File: src/rtl/dpm_pkg.sv
// Constants shared by the priority map register bank and its decoder.
package dpm_pkg;
	localparam int          DPM_MAP_BITS   = 64;
	localparam int          DPM_NUM_BYTES  = 8;
	localparam int          DPM_CODE_BITS  = 6;
	localparam int          DPM_ADDR_BITS  = 8;
	// Byte offsets of the map, most significant byte first.
	localparam logic [7:0]  DPM_OFS_BYTE7  = 8'h60;
	localparam logic [7:0]  DPM_OFS_BYTE6  = 8'h61;
	localparam logic [7:0]  DPM_OFS_BYTE5  = 8'h62;
	localparam logic [7:0]  DPM_OFS_BYTE4  = 8'h63;
	localparam logic [7:0]  DPM_OFS_BYTE3  = 8'h64;
	localparam logic [7:0]  DPM_OFS_BYTE2  = 8'h65;
	localparam logic [7:0]  DPM_OFS_BYTE1  = 8'h66;
	localparam logic [7:0]  DPM_OFS_BYTE0  = 8'h67;
	localparam logic [7:0]  DPM_BYTE_RST   = 8'h00;
	localparam logic [7:0]  DPM_UNMAPPED   = 8'h00;
	// Code point field within the type-of-service byte.
	localparam int          DPM_TOS_MSB    = 7;
	localparam int          DPM_TOS_LSB    = 2;
endpackage

File: src/rtl/dpm_code_decode.sv
// Full one-hot decoder for the six-bit code point.
`timescale 1ns/1ns
module dpm_code_decode
	import dpm_pkg::*;
#(
	parameter int CODE_BITS = DPM_CODE_BITS
) (
	// Code point in, one-hot selection out
	input  wire logic [CODE_BITS-1:0]      code,
	output logic      [(1<<CODE_BITS)-1:0] onehot
);
	always_comb begin
		onehot       = '0;
		onehot[code] = 1'b1;
	end
endmodule

File: src/rtl/dpm_diffserv_priority_map.sv
// Programmable code point bitmap and per-frame priority classifier.
`timescale 1ns/1ns
// Notes on behaviour
// - The top six type-of-service bits decode one-hot into 64 code points.
// - A set map bit at the selected code point marks the frame high priority.
// - A clear map bit at the selected code point marks the frame low priority.
// - Offsets 0x60 to 0x65 hold map bits 63:56 down to 23:16.
// - Every map byte is read/write and resets to zero, so all low.
// - Offsets 0x66 and 0x67 hold bits 15:8 and 7:0, read/write, reset zero.
module dpm_diffserv_priority_map
	import dpm_pkg::*;
#(
	parameter int NUM_BYTES = DPM_NUM_BYTES
) (
	// Clock and reset
	input  wire logic                     mclk,
	input  wire logic                     arst_n,
	// Register access port
	input  wire logic [DPM_ADDR_BITS-1:0] reg_addr,
	input  wire logic                     reg_wr,
	input  wire logic [7:0]               reg_wdata,
	input  wire logic                     reg_rd,
	output logic      [7:0]               reg_rdata,
	output logic                          reg_rvalid,
	// Received frame header
	input  wire logic                     frm_valid,
	input  wire logic [7:0]               frm_tos,
	// Classification result
	output logic                          prio_valid,
	output logic                          prio_high
);
	logic [7:0]              map_reg   [NUM_BYTES];
	logic [7:0]              map_next  [NUM_BYTES];
	logic [7:0]              rdata_reg;
	logic [7:0]              rdata_next;
	logic                    rvalid_reg;
	logic                    rvalid_next;
	logic                    pvalid_reg;
	logic                    pvalid_next;
	logic                    phigh_reg;
	logic                    phigh_next;
	logic [DPM_MAP_BITS-1:0] map_bits;
	logic [DPM_MAP_BITS-1:0] code_sel;
	logic [DPM_CODE_BITS-1:0] code;
	logic                    wr_hit    [NUM_BYTES];
	logic [7:0]              byte_ofs  [NUM_BYTES];

	// Index 0 is the most significant byte at the lowest offset.
	assign byte_ofs[0] = DPM_OFS_BYTE7;
	assign byte_ofs[1] = DPM_OFS_BYTE6;
	assign byte_ofs[2] = DPM_OFS_BYTE5;
	assign byte_ofs[3] = DPM_OFS_BYTE4;
	assign byte_ofs[4] = DPM_OFS_BYTE3;
	assign byte_ofs[5] = DPM_OFS_BYTE2;
	assign byte_ofs[6] = DPM_OFS_BYTE1;
	assign byte_ofs[7] = DPM_OFS_BYTE0;

	always_comb begin
		for (int i = 0; i < NUM_BYTES; i++) begin
			map_bits[DPM_MAP_BITS-1-8*i -: 8] = map_reg[i];
		end
	end

	assign code = frm_tos[DPM_TOS_MSB:DPM_TOS_LSB];

	dpm_code_decode #(
		.CODE_BITS (DPM_CODE_BITS)
	) u_decode (
		.code   (code),
		.onehot (code_sel)
	);

	always_comb begin
		for (int i = 0; i < NUM_BYTES; i++) begin
			wr_hit[i]   = reg_wr && (reg_addr == byte_ofs[i]);
			map_next[i] = wr_hit[i] ? reg_wdata : map_reg[i];
		end
	end

	always_comb begin
		rdata_next  = DPM_UNMAPPED;
		rvalid_next = reg_rd;
		for (int i = 0; i < NUM_BYTES; i++) begin
			if (reg_rd && reg_addr == byte_ofs[i]) begin
				rdata_next = map_reg[i];
			end
		end
		if (!reg_rd) begin
			rdata_next = rdata_reg;
		end
	end

	always_comb begin
		pvalid_next = frm_valid;
		phigh_next  = phigh_reg;
		if (frm_valid) begin
			phigh_next = |(code_sel & map_bits);
		end
	end

	// A write landing with a frame takes effect from the next frame on.
	always_ff @(posedge mclk or negedge arst_n) begin
		if (!arst_n) begin
			for (int i = 0; i < NUM_BYTES; i++) begin
				map_reg[i] <= DPM_BYTE_RST;
			end
			rdata_reg  <= DPM_UNMAPPED;
			rvalid_reg <= 1'b0;
			pvalid_reg <= 1'b0;
			phigh_reg  <= 1'b0;
		end else begin
			for (int i = 0; i < NUM_BYTES; i++) begin
				map_reg[i] <= map_next[i];
			end
			rdata_reg  <= rdata_next;
			rvalid_reg <= rvalid_next;
			pvalid_reg <= pvalid_next;
			phigh_reg  <= phigh_next;
		end
	end

	assign reg_rdata  = rdata_reg;
	assign reg_rvalid = rvalid_reg;
	assign prio_valid = pvalid_reg;
	assign prio_high  = phigh_reg;

	// Helper: map bit chosen by the frame, sampled at the frame cycle.
	logic sel_bit;
	assign sel_bit = map_bits[code];

	// Offsets outside the map window must neither store nor return data.
	logic addr_outside;
	assign addr_outside = (reg_addr < DPM_OFS_BYTE7) ||
		(reg_addr > DPM_OFS_BYTE0);
endmodule

File: config.mk
export PLATFORM = sky130hd
export DESIGN_NAME = dpm_diffserv_priority_map
export DESIGN_NICKNAME = d
export VERILOG_FILES = /design/src/rtl/dpm_pkg.sv /design/src/rtl/dpm_code_decode.sv /design/src/rtl/dpm_diffserv_priority_map.sv
export SDC_FILE = /design/constraint.sdc
export NUM_CORES = 1
export LEC_CHECK = 0
export BUFFER_PORTS_ARGS = -buffer_cell sky130_fd_sc_hd__buf_2
export CAP_MARGIN = 20
export CORE_ASPECT_RATIO = 0.5
export CORE_UTILIZATION = 31
export DETAILED_ROUTE_END_ITERATION = 10
export GPL_TIMING_DRIVEN = 0
export MAX_ROUTING_LAYER = met4
export SYNTH_ARGS = -nofsm -noshare
export SYNTH_HDL_FRONTEND = slang
export SYNTH_SLANG_ARGS = --single-unit
File: constraint.sdc
create_clock -name mclk -period 1.99 [get_ports mclk]
set_input_delay 0.2985 -clock mclk [delete_from_list [all_inputs] [get_ports mclk]]
set_output_delay 0.2985 -clock mclk [all_outputs]
set_load 0.05 [all_outputs]
After elaboration in Yosys (flattened, before gate mapping). Index checks and enable logic that the tools add are counted.

Flip-flop bits (word level): 75. Input bits: 29. Output and inout port bits: 11. Word-level logic and storage cells: 51.

Reduce and logical (&&, ||, !) cells: 18. Order comparisons: 2. Mux-type cells: 10. Equal/unequal tests: 8. Bitwise operators: 1.

Operators with widths (count): bitwise AND 64 bit (1); == test 8 x 7 -> 1 bit, second input constant (8); 2-to-1 mux 8 bit (8); OR reduction 64 bit (1); logical AND 1 bit (17); < comparator 6 x 7 -> 1 bit, second input constant (1); demux 1 bit (select 6 bit) (1); greater-or-equal comparator 6 x 1 -> 1 bit, second input constant (1); 2-to-1 mux 1 bit (1).

Logic depth before layout (Yosys ltp).
Word-level depth: 10. Depth in mapped cells: 7. Depth with buffers taken out: 5.

Hierarchy. Synthesis repeated with hierarchy kept, for this count alone.

Cells, all modules: 386. Area, all modules: 4249.1 µm².

Modules (own cells, without submodules): dpm_diffserv_priority_map (instances 1, seq. area each 1876.8 µm², area each 3783.6 µm², cells each 291); dpm_code_decode (instances 1, seq. area each 0.0 µm², area each 465.4 µm², cells each 95).

Worst setup path before layout. Ideal clock, no wire load.

Path type: input-to-reg. From: input reg_addr[7]. To: register map_reg, in the netlist map_bits[0]. Slack: 0.356 ns. Data required time: 1.865 ns. Buffers on the path: 0. Arrival: 1.509 ns. Library setup time: 0.125 ns. Stages on the path: 5. Path through: nand4bb_4 -> nor3_4 -> nand2_2 -> nor2_2 -> mux2_2.

Cells in the longest elaborated chain, start to end: 2.

Ends and longest elaborated chain: start: declaration (RTL line dpm_diffserv_priority_map.sv:19) `input wire logic [DPM_ADDR_BITS-1:0] reg_addr,`; == test 8 x 7 -> 1 bit (RTL line dpm_diffserv_priority_map.sv:75) `wr_hit[i] = reg_wr && (reg_addr == byte_ofs[i]);`; logical AND 1 bit (RTL line dpm_diffserv_priority_map.sv:75); end signal: indexed assignment (RTL line dpm_diffserv_priority_map.sv:113) `map_reg[i] <= map_next[i];`; end: declaration (RTL line dpm_diffserv_priority_map.sv:32) `logic [7:0] map_reg [NUM_BYTES];`.

Every way passes these cells. A chain may end at the register's enable or synchronous reset.

Worst setup path in the final report.
From: input reg_addr[1]. To: register map_reg, in the netlist map_bits[0].

Same word-level chain as after synthesis.

==> results.sh <==
export IMPL_run_status="finished with violations"
export IMPL_violations="DRC"
export IMPL_floorplan_die_width_um=166
export IMPL_netlist_area_sq_um=4180
export IMPL_most_frequent_cell_after_synthesis="sky130_fd_sc_hd__mux2_2"
export IMPL_power_switching_share_pct=24.0
export IMPL_vdd_ir_drop_worst_mv=0.370
export IMPL_p_seq_share_pct=41.4
export IMPL_sequential_cell_area_sq_um=1880
export IMPL_internal_power_mw=3.06
export IMPL_arrival_worst_endpoint_ps=2090
export IMPL_ctsLongestPathBuffers=2
export IMPL_floorplan_initialDensity_pct=32.4
export IMPL_worstPathCellList="buf_2 > buf_2 > buf_2 > nand2_1 > nor2_2 > mux2_2"
export IMPL_floorplan_io_pins=40
export IMPL_postSynthAreaPerCell_sq_um=12.0
export IMPL_placed_cells=554
export IMPL_fp_dieH_um=84.1
export IMPL_gr_usage_all_layers_pct=19.0
export IMPL_met1_usage_pct=25.7
export IMPL_cts_sinks=75
export IMPL_final_core_util_pct=38.3
export IMPL_timing_final_setup_violations=0
export IMPL_detail_route_wirelength_mm=12.3
export IMPL_port_buffer_count=34
export IMPL_setup_repair_after_global_routing_missed_its_margin="no"
export IMPL_number_of_antenna_violations_at_the_first_check_in_global_routing=0
export IMPL_number_of_gates_resized_after_cts=0
export IMPL_drc=2
export IMPL_fmax_mhz=535
export IMPL_synth_seq_cells=75
export IMPL_post_route_cells_drive_above_1_share_pct=41.0
export IMPL_cts_buffers=9
export IMPL_critPathTopFamily="simple AND/OR/NAND/NOR gates"
export IMPL_design_die_area_sq_um=14000
export IMPL_multi_input_comb_area_sq_um=2150
export IMPL_worst_setup_hold_path_clk_slew_ps=60
export IMPL_grt_met2_usage_pct=28.7
export IMPL_worst_setup_path_start_kind="input port"
export IMPL_n_fill_cell=1267
export IMPL_cts_hold_buffers_added=1
export IMPL_crit_type="in -> reg"
export IMPL_num_nets_final=425
export IMPL_gr_total_overflow=0
export IMPL_synth_area_leaders="sky130_fd_sc_hd__dfrtp_1 45%, sky130_fd_sc_hd__mux2_2 21%, sky130_fd_sc_hd__mux4_2 3.8%, sky130_fd_sc_hd__a22oi_1 2.0%, sky130_fd_sc_hd__mux2i_1 1.9%"
export IMPL_netlist_top_cells_count="78 x sky130_fd_sc_hd__mux2_2, 75 x sky130_fd_sc_hd__dfrtp_1, 14 x sky130_fd_sc_hd__nor2_1"
export IMPL_power_frac_comb_pct=11.1
export IMPL_final_period_minus_worst_setup_slack_ps=1870
export IMPL_cell_seen_most_often_among_critical_path_stages="sky130_fd_sc_hd__buf_2"
export IMPL_postLayoutSetupSlackWorst_ps=121
export IMPL_whs_ps=150
export IMPL_synthCells=349
export IMPL_worst_clock_skew_ps=5.32
export IMPL_via_per_inst=5.75
export IMPL_p_leak_nw=2.24
export IMPL_gr_usage_met3_pct=4.36
export IMPL_finalNonFillerCells=570
export IMPL_yosysSeqAreaShare_pct=44.9
export IMPL_max_cap_violations=0
export IMPL_timing_critical_path_buf_inv=3
export IMPL_clock_insertion_delay_worst_skew_ps=340
export IMPL_synth_top_flop_cell="sky130_fd_sc_hd__dfrtp_1"
export IMPL_synth_top_area_share_pct=44.9
export IMPL_dp_worst_setup_slack_ps=-214
export IMPL_power_dens_cells_nw_per_um2=813
export IMPL_layer_with_the_highest_usage="met2"
export IMPL_cts_post_setup_buffers_inserted=0
export IMPL_core_area_sq_um=12900
export IMPL_clkPwrFrac_pct=47.4
export IMPL_critPathMaxStageDelay_ps=520
export IMPL_path_max_fanout=10
export IMPL_dr_total_vias=3280
export IMPL_first_pass_iters=8
export IMPL_end_kind="flip-flop"
export IMPL_synthesized_nets=378
export IMPL_ctsRootBufferMaster="sky130_fd_sc_hd__clkbuf_16"
export IMPL_p_sw_mw=0.963
export IMPL_grt_pass1_wl_mm=19.2
export IMPL_critPathSlowestCell="sky130_fd_sc_hd__nor2_2"
export IMPL_synth_largest_area_cell="sky130_fd_sc_hd__dfrtp_1"
export IMPL_grt_max_degree=42
export IMPL_drtIter0Drc=223
export IMPL_worst_ep_required_time_ps=2220
export IMPL_area_delta_synth_final_pct=18.3
export IMPL_gp_congestion=0.921
export IMPL_timing_final_max_slew_violations=0
export IMPL_cts_htree_levels=3
export IMPL_share_of_async_settable_or_async_resettable_flops_after_synthesis_pct=100
export IMPL_timing_max_slew_rel_slack_pct=59.1
export IMPL_worst_pin_slew_ps=609
export IMPL_post_detailed_placement_half_perimeter_wirelength_mm=9.00
export IMPL_synth_yosys_warnings=0
export IMPL_route_detailed_wl_per_inst_um=21.5
export IMPL_row_count=29
export IMPL_min_delay_path_class="in -> reg"
export IMPL_hold_violations=0
export IMPL_tritoncts_clock_tree="yes"
export IMPL_antenna_cells_inserted=0
export IMPL_route_antenna_remaining_nets=0
export IMPL_grt_pass1_vias=3231
export IMPL_synth_edf_count=0
export IMPL_min_period_over_period_pct=93.9
export IMPL_synth_distinct_cells=57
## kinds of logic (layout without fill, tap and decap cells)
kind of cell	after synthesis	count (layout)	share of synthesized area (%)
AOI/OAI and AO/OA	76	76	13.2
buffers and inverters	29	80	3.68
DFF	75	75	44.9
muxes	93	93	26.7
and+or+nand+nor	76	76	11.6
## registers in the layout, indices dropped and copies added, names as in the netlist
name,cells
prio_high,1
prio_valid,1
reg_rvalid,1
reg_rdata,8
map_bits,64
## per-stage QoR
| stage | total power [mW] | setup TNS, ps | cell area (sq um) |
|---|---|---|---|
| 6_report | 4.02 | 0 | 4950 |
| 3_3_place_gp | 2.12 | -2780 | 4560 |
| 2_1_floorplan | 1.94 | 0 | 4180 |
| 3_5_place_dp | 2.14 | -2960 | 4590 |
| 5_1_grt | 4.16 | 0 | 4950 |
| 4_1_cts | 4.04 | 0 | 4950 |
## metal layers
metal	wire length [um]	vias up	part of all wire, %
met2	5530	139	45
met5	0	-	0
met3	895	14	7.3
met4	154	0	1.3
met1	5680	1671	46
li1	-	1456	-
## path summary, 6_finish.rpt
kind | startpoint | end | slack, ps | cells after the start
worst max-delay path | reg_addr[1] | map_bits[0] | 120 | 6
worst min-delay path | reg_rd | reg_rvalid | 150 | 1
worst max register to register | map_bits[51] | prio_high | 330 | 5
worst min register to register | reg_rdata[4] | reg_rdata[4] | 500 | 1
max in group asynchronous | arst_n | reg_rdata[3] | 960 | 3
min in group asynchronous | arst_n | map_bits[39] | 450 | 2
## cells in the final DEF (no fill, tap or decap), drive strengths merged, types with 4 or more instances in the layout
cell / Yosys / final
dfrtp: 75 / 75
mux2i: 8 / 8
nor2: 16 / 16
nand3: 9 / 9
nand2: 13 / 13
nor3: 10 / 10
mux2: 78 / 78
a21oi: 13 / 13
a22oi: 11 / 11
a211oi: 4 / 4
clkbuf: 4 / 15
nand4: 6 / 6
o21ai: 9 / 9
nand2b: 5 / 5
nor2b: 4 / 4
inv: 7 / 7
a221oi: 8 / 8
buf: 16 / 51
a31oi: 4 / 4
mux4: 7 / 7
## power by group through the flow
stage,combinational (mW),clock (mW),sequential (mW)
floorplan,0.236,0,1.70
global placement,0.432,0,1.69
detailed placement,0.443,0,1.69
CTS,0.446,1.93,1.66
global route,0.483,2.00,1.67
finish,0.448,1.91,1.67
## worst reg2reg max path: cells and delay by family (launching register included)
kind,cells,cell delay [ps]
multiplexers,1,280
flip-flops,1,420
AO/OA/AOI/OAI,4,820
## cell type report
class,instances,share of cell area (%)
Multi-Input combinational cell,245,43.5
Sequential cell,75,37.9
Clock buffer,11,5.11
Tap cell,170,4.30
Timing Repair Buffer,36,4.10
Buffer,20,2.43
Clock inverter,4,1.97
Inverter,9,0.683
(Power assumes the default switching activity.)
